## src/pkg/remap_consts.vh

```
// What this block does
// - Without high-region support the limit register is read-only; writes are ignored.
// - Limit alignment bits are not stored, read zero, decode as ones.
// - Equal base and limit above bit N protect 2^(N+1) bytes.
// - A limit below the base disables the protected high region.
// - Limit field holds the last address; bits at and above address width unimplemented.
// - Without queued invalidation the head register reads zero and ignores writes.
// - Head field bits 18:4 are read-only offset of next descriptor; others zero.
// - With 256-bit descriptors head bit 4 is always written zero.
// - Head resets to zero whenever queued invalidation is disabled.
// - Descriptor width select: 0 means 128-bit, 1 means 256-bit.
`ifndef REMAP_CONSTS_VH
`define REMAP_CONSTS_VH
`define ADDR_W              8
`define OFF_LIMIT_LO        8'h78
`define OFF_LIMIT_HI        8'h7C
`define OFF_HEAD_LO         8'h80
`define OFF_HEAD_HI         8'h84
`define OFF_BASE_LO         8'hA0
`define OFF_BASE_HI         8'hA4
`define OFF_CTRL            8'hA8
`define OFF_STATUS          8'hAC
`define HOST_ADDR_W         48
`define LIMIT_N             11
`define LIMIT_RESET         64'h0000000000000000
`define HEAD_LSB            4
`define HEAD_MSB            18
`define HEAD_RESET          15'h0000
`define DESC_W_128          1'b0
`define DESC_W_256          1'b1
`define QS_MSB              2
`define CTRL_WIDTH_BIT      0
`define CTRL_QS_LSB         1
`define CTRL_QIE_BIT        4
`define CTRL_PROT_BIT       5
`endif

```

## src/head_counter.v

```verilog
`timescale 1ns/100ps
`default_nettype none
`include "remap_consts.vh"
module head_counter
(
   input  wire        ref_clk,   // System clock.
   input  wire        reset_n,   // Asynchronous reset, active low.
   input  wire        enabled,   // Queued invalidation enabled status.
   input  wire        width_sel, // Descriptor width select.
   input  wire [2:0]  qs,        // Queue size exponent.
   input  wire        done,      // One descriptor processed.
   output reg  [14:0] head       // Head field, bits 18:4.
);
   // Entries count: 2^(qs+8) of 16 bytes, equal in bytes for either width.
   function [14:0] wrap_mask;
      input [2:0] size;
      begin
         wrap_mask = (15'h0100 << size) - 15'h0001;
      end
   endfunction
   reg [14:0] next_head;
   always @*
   begin
      next_head = head;
      if (done)
         next_head = (head + ((width_sel == `DESC_W_256) ? 15'h0002 : 15'h0001)) & wrap_mask(qs);
      if (width_sel == `DESC_W_256)
         next_head[0] = 1'b0;
   end
   always @(posedge ref_clk or negedge reset_n)
   begin
      if (!reset_n)
         head <= `HEAD_RESET;
      else if (!enabled)
         head <= `HEAD_RESET;
      else
         head <= next_head;
   end
endmodule // head_counter
`default_nettype wire

```

## src/limit_store.v

```verilog
`timescale 1ns/100ps
`default_nettype none
`include "remap_consts.vh"
module limit_store
(
   input  wire        ref_clk,   // System clock.
   input  wire        reset_n,   // Asynchronous reset, active low.
   input  wire        supported, // High region implemented.
   input  wire        wr_lo,     // Write low word.
   input  wire        wr_hi,     // Write high word.
   input  wire [31:0] wdata,     // Write data.
   output reg  [63:0] value      // Stored value, alignment bits zero.
);
   localparam [63:0] KEEP = ((64'h1 << `HOST_ADDR_W) - 64'h1) & ~((64'h1 << (`LIMIT_N + 1)) - 64'h1);
   always @(posedge ref_clk or negedge reset_n)
   begin
      if (!reset_n)
         value <= `LIMIT_RESET;
      else if (supported)
      begin
         // Only bits N+1 up to the address width hold storage.
         if (wr_lo)
            value[31:0] <= wdata & KEEP[31:0];
         if (wr_hi)
            value[63:32] <= wdata & KEEP[63:32];
      end
   end
endmodule // limit_store
`default_nettype wire

```

## src/protected_high_range_and_inval_head.v

```verilog
// Implementation choice: the strobed register port.
`timescale 1ns/100ps
`default_nettype none
`include "remap_consts.vh"
module protected_high_range_and_inval_head
(
   input  wire        ref_clk,        // System clock, 40 MHz.
   input  wire        reset_n,        // Asynchronous reset, active low.
   input  wire [7:0]  addr,           // Register byte address.
   input  wire [31:0] wdata,          // Write data.
   input  wire        wr,             // Write strobe.
   input  wire        rd,             // Read strobe.
   output reg  [31:0] rdata,          // Read data, cycle after rd.
   input  wire        high_region_supported_flag,  // Capability: high region present.
   input  wire        queued_invalidation_feature, // Capability: queue present.
   input  wire        desc_done,      // Pulse: one descriptor processed.
   input  wire [63:0] dma_addr,       // Address to check against region.
   output reg         in_region,      // Address falls inside the region.
   output reg         region_active   // Region enabled and not disabled by order.
);
   reg  [63:0] base;
   reg  [5:0]  ctrl;
   wire [63:0] limit;
   wire [14:0] head;
   wire        supported = high_region_supported_flag;
   wire        queue_on = queued_invalidation_feature & ctrl[`CTRL_QIE_BIT];
   // Software must keep the limit steady while protection is on; this is not enforced here.
   wire        prot_on = ctrl[`CTRL_PROT_BIT];
   limit_store u_limit
   (
      .ref_clk   (ref_clk),
      .reset_n   (reset_n),
      .supported (supported),
      .wr_lo     (wr && addr == `OFF_LIMIT_LO),
      .wr_hi     (wr && addr == `OFF_LIMIT_HI),
      .wdata     (wdata),
      .value     (limit)
   );
   head_counter u_head
   (
      .ref_clk (ref_clk),
      .reset_n (reset_n),
      .enabled   (queue_on),
      .width_sel (ctrl[`CTRL_WIDTH_BIT]),
      .qs      (ctrl[`CTRL_QS_LSB+2:`CTRL_QS_LSB]),
      .done    (desc_done),
      .head    (head)
   );
   localparam [63:0] LOW_ONES = (64'h1 << (`LIMIT_N + 1)) - 64'h1;
   wire [63:0] limit_dec = limit | LOW_ONES;
   wire        order_ok = !(limit < base);
   wire [63:0] head_word = {45'h0, head, 4'h0};
   always @(posedge ref_clk or negedge reset_n)
   begin
      if (!reset_n)
      begin
         base <= 64'h0000000000000000;
         ctrl <= 6'h00;
      end
      else if (wr)
      begin
         // Head offsets are not in this case list: writes there fall away.
         case (addr)
            `OFF_BASE_LO: if (supported) base[31:0] <= wdata & ~LOW_ONES[31:0];
            `OFF_BASE_HI: if (supported) base[63:32] <= wdata;
            `OFF_CTRL:    ctrl <= wdata[5:0];
            default:      ctrl <= ctrl;
         endcase
      end
   end
   always @(posedge ref_clk or negedge reset_n)
   begin
      if (!reset_n)
      begin
         rdata <= 32'h00000000;
         in_region <= 1'b0;
         region_active <= 1'b0;
      end
      else
      begin
         region_active <= supported & prot_on & order_ok;
         // Equal upper bits give one aligned block of 2^(N+1) bytes.
         in_region <= supported & prot_on & order_ok &
                      (dma_addr >= base) & (dma_addr <= limit_dec);
         rdata <= 32'h00000000;
         if (rd)
         begin
            case (addr)
               `OFF_LIMIT_LO: rdata <= limit[31:0];
               `OFF_LIMIT_HI: rdata <= limit[63:32];
               `OFF_HEAD_LO:  rdata <= queued_invalidation_feature ? head_word[31:0] : 32'h0;
               `OFF_HEAD_HI:  rdata <= 32'h00000000;
               `OFF_BASE_LO:  rdata <= base[31:0];
               `OFF_BASE_HI:  rdata <= base[63:32];
               `OFF_CTRL:     rdata <= {26'h0, ctrl};
               `OFF_STATUS:   rdata <= {30'h0, order_ok, queue_on};
               default:       rdata <= 32'h00000000;
            endcase
         end
      end
   end
endmodule // protected_high_range_and_inval_head
`default_nettype wire
```

## config.mk

```make
export PLATFORM = sky130hd
export DESIGN_NAME = protected_high_range_and_inval_head
export DESIGN_NICKNAME = d
export VERILOG_FILES = /design/src/head_counter.v /design/src/limit_store.v /design/src/protected_high_range_and_inval_head.v
export VERILOG_INCLUDE_DIRS = /design/src /design/src/pkg
export SDC_FILE = /design/constraint.sdc
export NUM_CORES = 1
export LEC_CHECK = 0
export BUFFER_PORTS_ARGS = -buffer_cell sky130_fd_sc_hd__buf_2
export CORE_UTILIZATION = 43
export DETAILED_ROUTE_END_ITERATION = 16
export PLACE_DENSITY = 0.69
export SLEW_MARGIN = 20
export SYNTH_ARGS = -nofsm -noshare
export SYNTH_HDL_FRONTEND = slang
export SYNTH_SLANG_ARGS = --single-unit
```

## constraint.sdc

```tcl
create_clock -name ref_clk -period 6.4 [get_ports ref_clk]
set_input_delay 1.28 -clock ref_clk [delete_from_list [all_inputs] [get_ports ref_clk]]
set_output_delay 1.28 -clock ref_clk [all_outputs]
set_load 0.1 [all_outputs]
```

==> results by group, run 1 <==
Synth
  • Top cells by area, synth: dfrtp_1 40%, ha_1 17%, o21ai_0 3.9%
  • Syn Area/Cell: 9.94 µm²
  • Adder-cell area share of the yosys netlist: 17.5%
  • Synth area leader: dfrtp_1
  • Most used DFF post-synth: dfrtp_1
  • Yosys warns: 0
  • Register area share after synthesis: 39.9%
  • Largest family of logic cells by synthesized area: adder cells
  • Post-synth EDFFs: 0
  • Synth Area in Simple Gates: 13.1%
  • Compound-cell area share of the yosys netlist: 15.1%
  • Mux cell area share after synthesis: 8.34%
  • Post-Synth XOR/XNOR Area: 0.684%
  • Yosys cell types: 58
  • FF+latch count, synth: 143
  • Synthesized area: 8970 µm²
  • Post-synthesis async set-or-reset flop share: 100%
  • Synthesized instance count: 902
  • Syn Nets: 1138
  • Top-area cell type share of the netlist area: 39.9%

Clocking
  • CTS Buffer Depth: 2
  • Post-CTS resize count: 0
  • Hold buffer count at cts: 0
  • Worst-Skew Late Latency: 0.43 ns
  • TritonCTS Buffers: 17
  • Clock Pin Slew Worst Setup and Hold Paths: 0.06 ns
  • H-tree depth: 4
  • CTS root buffer: clkbuf_16
  • CTS sink cnt: 143
  • Post-CTS setup buffer count: 0
  • Clock tree from TritonCTS: done

Global route
  • GRT Residual Overflow: 0
  • Largest net degree at the start of global routing: 94
  • First-pass GRT wire length: 40300 µm
  • Overall Global Routing Usage: 24.7%
  • Initial antenna violation count: 0
  • Vias in the first global route: 7522

Power and ir drop
  • VDD IR max: 165 µV
  • Leak Pwr: 5.06 nW
  • Pwr/cell area: 217 nW/µm²

Timing
  • FMAX: 0.284 GHz
  • Worst setup margin: 2.88 ns
  • Final period utilization: 55.1%
  • Worst slew pin tran: 1.05 ns
  • Worst rel slew slack: 29.8%
  • Unrepaired setup endpoints after global routing: no
  • # setup viols final: 0
  • Min Tclk post-route: 3.52 ns
  • Max-slew violations: 0
  • Setup TNS: 0 ns
  • Final hold viol count: 0
  • Clk_skew: 0.00689 ns

Detailed routing
  • Via-to-Cell Ratio: 5.77
  • Residual DRC count: 0
  • Routed Antenna Nets: 0
  • Wire per inst: 19.0 µm
  • Final wirelength: 25200 µm
  • Drt pass-1 iters: 8
  • Via Count: 7641
  • Iter 0 DRT Violations: 662

Critical path
  • Req. time, crit path: 6.71 ns
  • Crit-path max FO: 33
  • Data arrival, critical path: 3.84 ns
  • CP peak stage delay: 0.53 ns
  • Crit path top cell by count: buf_4
  • CP max stage cell: nand3_2
  • Crit. End Element: register
  • Critical R2R Capture: in_region
  • CP cell instances: buf_2, nor3b_2, nand3_1, nor3b_4, buf_4, nand3_2, buf_4, mux2_1
  • Crit path kind: primary input to register
  • R2R Setup Slk: 3.54 ns
  • Reg-to-Reg Start: u_limit.value[27]
  • CP Launch Type: primary input
  • Reg2reg path depth: 8

Die
  • Die height: 146 µm
  • I/O pins: 145
  • Chip width: 146 µm
  • Cell Rows: 52
  • Starting Density: 44.0%
  • Area of the core: 20400 µm²
  • Die ar.: 21400 µm²

Min path
  • Hold endpoint: base[40]
  • Worst hold start: base[40]
  • Worst Hold Class: register to register
  • Worst hold path depth: 1

Placed design
  • Dpl ws: 2.48 ns
  • Hpwl dp: 19100 µm
  • IO Port Bufs: 144
  • # placed instances: 1291
  • Global placement routability congestion: 0.887
  • Placed Area: 9960 µm²

Outcome
  • Status: finished, final reports clean

Final layout
  • Final layout net count: 1277
  • # fillers: 1821
  • Share of cells above drive strength 1: 23.0%
  • Antenna diodes: 0
  • Most frequent cells in the layout: 143 x dfrtp_1, 143 x buf_2, 124 x ha_1
  • Design Area, Final: 10600 µm²
  • Area delta synth->final: 18.5%
  • Layout Cells excl Fill: 1324

Flow run
  • Max cap viols: 0
[critical path: cells and delay by family]
| kind | cells | cell delay, ns |
|---|---|---|
| buffers and inverters | 3 | 0.98 |
| muxes | 1 | 0.35 |
| and+or+nand+nor | 4 | 1.21 |
[sequential cells by signal, indices dropped and copies added, names as in the netlist]
signal and cells:
base 52, u_limit.value 36, rdata 32, u_head.head 15, ctrl 6, in_region 1
region_active 1
[cell type report]
cell class / instances / area, µm² / area share, %
multi-input cells: 638 / 4930 / 46.4
well taps: 270 / 338 / 3.18
clock inverters: 10 / 183 / 1.72
repair buffers: 152 / 795 / 7.48
clock buffers: 22 / 474 / 4.46
inverters: 89 / 334 / 3.14
flip-flops and latches: 143 / 3580 / 33.7
[Yosys cell counts (7+ instances only)]
| master | number |
|---|---|
| inv_1 | 89 |
| nor3_1 | 10 |
| o21ai_0 | 70 |
| and3_1 | 7 |
| mux2_2 | 28 |
| a22oi_1 | 11 |
| nand2_1 | 72 |
| nor4_1 | 15 |
| mux2_1 | 10 |
| clkbuf_1 | 24 |
| a21oi_1 | 58 |
| nand3_1 | 19 |
| nand4_1 | 25 |
| a222oi_1 | 28 |
| a211oi_1 | 13 |
| nor2_1 | 57 |
| mux2_4 | 20 |
| dfrtp_1 | 143 |
| ha_1 | 124 |
[logic make-up (layout without fill, tap and decap cells)]
group / Yosys count / count (layout)
buffers and inverters: 121 / 273
AO/OA/AOI/OAI: 212 / 212
multiplexers: 60 / 60
XOR/XNOR: 7 / 7
AND/OR/NAND/NOR: 234 / 234
adder cells (fa/ha/maj): 125 / 125
flip-flops: 143 / 143
[layer usage]
layer	global-route usage, %	up-vias	part of all wire (%)
met5	0	-	0
met1	33.4	3667	44
met4	8.44	0	2.5
met3	5.03	44	7.3
li1	-	3602	-
met2	39.2	328	47
[where the power goes]
group / internal (mW) / leakage (nW) / switching, mW
Clock: 0.722 / 0.324 / 0.389
Combinational: 0.101 / 2.92 / 0.142
Sequential: 0.926 / 1.82 / 0.0251
[how the worst max path moves through the flow]
stage,start,to,slack [ns],cells after the start
finish,addr[4],base[63],2.88,8
global route,addr[4],base[63],2.77,8
CTS,addr[4],base[63],2.92,8
detailed placement,addr[4],base[63],2.48,8
global placement,addr[4],base[63],2.56,8
floorplan,dma_addr[61],in_region,3.49,8
[through the flow]
stage / hold slack, ns / power (mW) / util (%)
after global routing: 0.546 / 2.39 / 52.2
after global placement: 0.502 / 1.20 / 48.9
after detailed placement: 0.520 / 1.21 / 48.9
after floorplan: 0.487 / 1.09 / -
final: 0.535 / 2.30 / 52.2
after CTS: 0.535 / 2.32 / 52.1
Power figures use the tool's default switching activity.
==> run 2, diff against run 1 <==
==> constraint.sdc (replaced) <==
create_clock -name ref_clk -period 3.4 [get_ports ref_clk]
set_input_delay 0.68 -clock ref_clk [delete_from_list [all_inputs] [get_ports ref_clk]]
set_output_delay 0.68 -clock ref_clk [all_outputs]
set_load 0.1 [all_outputs]
==> results by group, run 2 (synthesized netlist as in run 1, its figures left out) <==
Timing
  • Min Tclk post-route: 2.48 ns
  • Final period utilization: 72.9%
  • FMAX: 0.403 GHz
  • Clk_skew: 0.00803 ns (+0.00114 ns)
  • Max-slew violations: 0 (unchanged)
  • # setup viols final: 0 (unchanged)
  • Unrepaired setup endpoints after global routing: no
  • Setup TNS: 0 ns (unchanged)
  • Final Hold Slack: 0.306 ns (-0.229 ns)
  • Final hold viol count: 0 (unchanged)
  • Worst rel slew slack: 45.6% (+16 points)
  • Worst slew pin tran: 0.815 ns (-0.234 ns)

Clocking
  • CTS sink cnt: 143 (unchanged)
  • H-tree depth: 4 (unchanged)
  • Clock Pin Slew Worst Setup and Hold Paths: 0.06 ns (about the same)
  • Post-CTS setup buffer count: 0 (unchanged)
  • TritonCTS Buffers: 17 (unchanged)
  • Worst-Skew Late Latency: 0.43 ns (about the same)
  • CTS Buffer Depth: 2 (unchanged)
  • Clock tree from TritonCTS: done
  • CTS root buffer: clkbuf_16
  • Hold buffer count at cts: 0 (unchanged)
  • Post-CTS resize count: 0 (unchanged)

Detailed routing
  • WL met1: 11600 µm (+5.9%)
  • Uppermost layer routed: met4
  • Iter 0 DRT Violations: 694 (+4.8%)
  • Wire per inst: 19.2 µm (+0.74%)
  • Via-to-Cell Ratio: 5.83 (+1.0%)
  • WL met2: 11600 µm (-0.67%)
  • Final wirelength: 25500 µm (+1.1%)
  • Drt pass-1 iters: 9 (+1)
  • Routed Antenna Nets: 0 (unchanged)
  • Residual DRC count: 0 (unchanged)
  • Via Count: 7750 (+1.4%)
  • Met3 Routed Length: 1710 µm (-7.6%)

Placed design
  • Placed Area: 10000 µm² (+0.85%)
  • Global placement routability congestion: 0.883 (-0.51%)
  • Hpwl dp: 19300 µm (+0.78%)
  • IO Port Bufs: 144 (unchanged)

Die
  • I/O pins: 145 (unchanged)
  • Chip width: 146 µm (unchanged)
  • Die height: 146 µm (unchanged)
  • Area of the core: 20400 µm² (unchanged)
  • Starting Density: 44.0% (unchanged)
  • Cell Rows: 52 (unchanged)
  • Die ar.: 21400 µm² (unchanged)

Critical path
  • Crit. End Element: register
  • Crit path kind: register to register
  • Crit-path max FO: 3 (-91%)
  • CP max stage cell: a2111oi_0
  • Crit path buf inv count: 1 (-2)
  • Family with the most delay on the worst path: compound AO/OA/AOI/OAI gates
  • Req. time, crit path: 3.72 ns (-2.99 ns)
  • CP cell instances: inv_1, ha_1, a21oi_1, o21ai_0, a2111oi_0, o21ai_0, a211oi_1, nor3_1, and4bb_1
  • CP Launch Type: register
  • CP peak stage delay: 0.39 ns (-0.14 ns)
  • Crit path top cell by count: o21ai_0
  • Data arrival, critical path: 2.80 ns (-1.04 ns)
  • Reg-to-Reg Start: base[27]
  • Critical path origin: base[27]

Flow run
  • Max cap viols: 0 (unchanged)

Global route
  • First-pass GRT wire length: 40900 µm (+1.4%)
  • Largest net degree at the start of global routing: 87 (-7.4%)
  • Overall Global Routing Usage: 24.8% (+0.12 points)
  • GRT Residual Overflow: 0 (unchanged)
  • Initial antenna violation count: 0 (unchanged)
  • Vias in the first global route: 7598 (+1.0%)

Power and ir drop
  • Pwr/cell area: 387 nW/µm² (+79%)
  • Leak Pwr: 5.05 nW (-0.10%)
  • VDD IR max: 305 µV (+85%)

Final layout
  • Final layout net count: 1284 (+0.55%)
  • Area delta synth->final: 18.4% (about the same)
  • Biggest regs: base (52), u_limit.value (36), rdata (32)
  • Most frequent cells in the layout: 143 x dfrtp_1, 143 x buf_2, 124 x ha_1
  • Antenna diodes: 0 (unchanged)
  • Design Area, Final: 10600 µm² (about the same)
  • Max FFs per register: 52 (unchanged)
  • Largest register by flop count: base
  • # fillers: 1809 (-0.66%)
  • Share of cells above drive strength 1: 23.5% (+0.55 points)

Min path
  • Worst Hold Class: primary input to asynchronous set/reset pin

Outcome
  • Status: finished, final reports clean
-- run 2: final cells by class --
class	instances	area (µm²)	share of cell area [%]
multi-input cells	638	4930	46.4
well taps	270	338	3.18
inverters	89	334	3.15
repair buffers	159	865	8.14
clock inverters	10	114	1.07
flip-flops and latches	143	3580	33.7
clock buffers	20	467	4.39
-- run 2: worst register-to-register path, cell delays in order (launching register included) --
cell and delay, ns:
dfrtp_1 0.36, inv_1 0.07, ha_1 0.33, a21oi_1 0.15, o21ai_0 0.16, a2111oi_0 0.39
o21ai_0 0.22, a211oi_1 0.37, nor3_1 0.13, and4bb_1 0.20
-- run 2: metrics by stage --
| stage | utilization, % | worst slack (ns) | power (mW) | instances |
|---|---|---|---|---|
| global route | 52.2 | 0.722 | 4.27 | 1329 |
| detailed placement | 49.3 | 0.686 | 2.28 | 1299 |
| floorplan | - | 1.09 | 2.04 | 902 |
| CTS | 52.2 | 0.930 | 4.13 | 1329 |
| global placement | 49.3 | 0.721 | 2.27 | 1299 |
| finish | 52.2 | 0.921 | 4.11 | 1329 |
-- run 2: path summary, 6_finish.rpt --
path	endpoint	slack, ns	cells past startpoint
worst max-delay path	in_region	0.92	9
worst min-delay path	base[19]	0.31	1
worst max register to register	in_region	0.92	9
worst min register to register	base[37]	0.53	1
max in group asynchronous	u_head.head[5]	2.30	2
min in group ref_clk	u_limit.value[38]	0.48	3
-- run 2: routing by layer --
layer | up-vias | GRT usage, %
met1 | 3762 | 34.9
met4 | 0 | 7.45
met3 | 38 | 3.25
li1 | 3610 | -
met2 | 340 | 39.7
met5 | - | 0
-- run 2: power breakdown --
group          switching [mW]  leakage (nW)  total [mW]  internal, mW
sequential             0.0460          1.82        1.79          1.74
combinational           0.268          2.96       0.463         0.195
clock                   0.735         0.276        1.86          1.13
==> run 3, diff against run 2 <==
--- a/config.mk
+++ b/config.mk
@@ -9,7 +9,7 @@
 export BUFFER_PORTS_ARGS = -buffer_cell sky130_fd_sc_hd__buf_2
 export CORE_UTILIZATION = 43
 export DETAILED_ROUTE_END_ITERATION = 16
-export PLACE_DENSITY = 0.69
+export PLACE_DENSITY = 0.72
 export SLEW_MARGIN = 20
 export SYNTH_ARGS = -nofsm -noshare
 export SYNTH_HDL_FRONTEND = slang
==> constraint.sdc (replaced) <==
create_clock -name ref_clk -period 2.25 [get_ports ref_clk]
set_input_delay 0.45 -clock ref_clk [delete_from_list [all_inputs] [get_ports ref_clk]]
set_output_delay 0.45 -clock ref_clk [all_outputs]
set_load 0.1 [all_outputs]
==> results by group, run 3 (synthesized netlist as in run 1, its figures left out) <==
Outcome
  • Status: finished, final reports clean

Critical path
  • Reg-to-Reg Start: u_limit.value[13]
  • Data arrival, critical path: 2.58 ns (-0.22 ns)
  • R2R Setup Slk: 0.04 ns (-0.88 ns)
  • Crit-path max FO: 2 (-1)
  • Critical path origin: u_limit.value[13]
  • Crit path capture: rdata[1]
  • Crit path kind: register to register
  • Reg2reg path depth: 9 (unchanged)
  • CP Launch Type: register
  • Critical R2R Capture: rdata[1]
  • Req. time, crit path: 2.61 ns (-1.11 ns)
  • Crit. End Element: register

Die
  • Die height: 146 µm (unchanged)
  • Die ar.: 21400 µm² (unchanged)
  • Area of the core: 20400 µm² (unchanged)
  • Starting Density: 44.0% (unchanged)
  • Chip width: 146 µm (unchanged)
  • Cell Rows: 52 (unchanged)
  • I/O pins: 145 (unchanged)

Final layout
  • Area delta synth->final: 29.9%
  • Biggest regs: base (52), u_limit.value (36), rdata (32)
  • Antenna diodes: 0 (unchanged)
  • Max FFs per register: 52 (unchanged)
  • Design Area, Final: 11600 µm² (+9.6%)
  • Share of cells above drive strength 1: 33.1% (+9.6 points)
  • Most common cell after layout, fill and taps aside: buf_2
  • Most frequent cells in the layout: 143 x buf_2, 142 x dfrtp_1, 115 x ha_1
  • Layout Cells excl Fill: 1412 (+6.2%)
  • Largest register by flop count: base
  • Final layout net count: 1368 (+6.5%)
  • # fillers: 1731 (-4.3%)

Placed design
  • Dpl ws: -0.102 ns (-0.788 ns)
  • Global placement routability congestion: 0.893 (+1.2%)
  • Placed Area: 10700 µm² (+6.8%)
  • IO Port Bufs: 144 (unchanged)
  • # placed instances: 1377 (+6.0%)
  • Hpwl dp: 20600 µm (+6.6%)

Clocking
  • Clock tree from TritonCTS: done
  • H-tree depth: 4 (unchanged)
  • CTS Buffer Depth: 2 (unchanged)
  • CTS sink cnt: 143 (unchanged)
  • CTS root buffer: clkbuf_16
  • Clock Pin Slew Worst Setup and Hold Paths: 0.06 ns (about the same)
  • Worst-Skew Late Latency: 0.44 ns (about the same)
  • TritonCTS Buffers: 17 (unchanged)

Detailed routing
  • Drt pass-1 iters: 8 (-1)
  • Via Count: 8136 (+5.0%)
  • Final wirelength: 27500 µm (+7.9%)
  • Via-to-Cell Ratio: 5.76 (-1.2%)
  • Residual DRC count: 0 (unchanged)
  • Wire per inst: 19.5 µm (+1.6%)
  • Iter 0 DRT Violations: 711 (+2.4%)
  • Routed Antenna Nets: 0 (unchanged)

Timing
  • Setup TNS: 0 ns (unchanged)
  • Worst slew pin tran: 0.524 ns (-0.292 ns)
  • FMAX: 0.452 GHz (+12%)
  • Final Hold Slack: 0.227 ns (-0.0788 ns)
  • Final hold viol count: 0 (unchanged)
  • Final period utilization: 98.3% (+25 points)
  • Min Tclk post-route: 2.21 ns (-0.266 ns)
  • Clk_skew: 0.00881 ns (+0.000776 ns)
  • Worst rel slew slack: 65.1% (+19 points)
  • Worst setup margin: 0.0376 ns (-0.884 ns)
  • # setup viols final: 0 (unchanged)
  • Max-slew violations: 0 (unchanged)

Global route
  • First-pass GRT wire length: 43200 µm (+5.7%)
  • Initial antenna violation count: 0 (unchanged)
  • Overall Global Routing Usage: 26.2% (+1.4 points)
  • Vias in the first global route: 8209 (+8.0%)
  • Largest net degree at the start of global routing: 52 (-40%)
  • GRT Residual Overflow: 0 (unchanged)

Min path
  • Worst hold path depth: 3
  • Worst Hold Class: primary input to register

Power and ir drop
  • Leak Pwr: 5.51 nW (+9.1%)
  • Pwr/cell area: 561 nW/µm² (+45%)
  • VDD IR max: 509 µV (+67%)

Flow run
  • Max cap viols: 0 (unchanged)
==> run 3: per-stage QoR <==
stage               util, %  power, mW
CTS                    55.8       6.48
finish                 57.2       6.53
detailed placement     52.7       3.52
global route           57.2       6.76
global placement       52.7       3.50
floorplan                 -       3.09
==> run 3: critical path: stages, from the launching register on <==
cell      delay (ns)
dfrtp_1         0.39
buf_4           0.14
ha_1            0.26
o21ai_0         0.06
o21ai_0         0.25
a21oi_2         0.12
o21ai_1         0.30
a211oi_2        0.14
or3_1           0.35
a21oi_1         0.14
==> run 3: worst min-delay path by stage <==
stage | from | end | slack (ns)
floorplan | reset_n | base[12] | 0.15
global placement | reset_n | rdata[19] | 0.43
detailed placement | reset_n | base[49] | 0.44
CTS | wdata[6] | u_limit.value[38] | 0.22
global route | wdata[8] | base[40] | 0.25
finish | wdata[6] | u_limit.value[38] | 0.23
==> run 3: metal layers <==
layer  part of all wire (%)  track usage [%]  vias to the layer above  wire length, µm
met5                      0                0                        -                0
met4                    3.7             12.0                        0             1010
met3                    7.4             5.31                       68             2040
met2                     46             41.7                      342            12500
met1                     43             34.2                     3947            11900
li1                       -                -                     3779                -
==> run 3: power by group <==
| part | internal (mW) | switching, mW | leakage [nW] |
|---|---|---|---|
| Clock | 1.86 | 1.11 | 0.287 |
| Sequential | 2.63 | 0.0594 | 1.81 |
| Combinational | 0.387 | 0.478 | 3.41 |
| Total | 4.89 | 1.64 | 5.51 |
==> run 3: cell type report <==
cell class              instances  area, µm²  share of cell area [%]
clock buffers                  19        443                    3.80
clock inverters                10        165                    1.42
inverters                      89        334                    2.87
multi-input cells             638       5190                    44.6
flip-flops and latches        143       3580                    30.7
well taps                     270        338                    2.90
repair buffers                243       1600                    13.7
==> run 3: repair_timing <==
item	4_1_cts	5_1_grt
pin swaps	1	25
resized for setup	4	52
buffers inserted	0	5
hold buffers	1	0
endpoints found under the hold margin	25	0
setup endpoints to repair	3	2
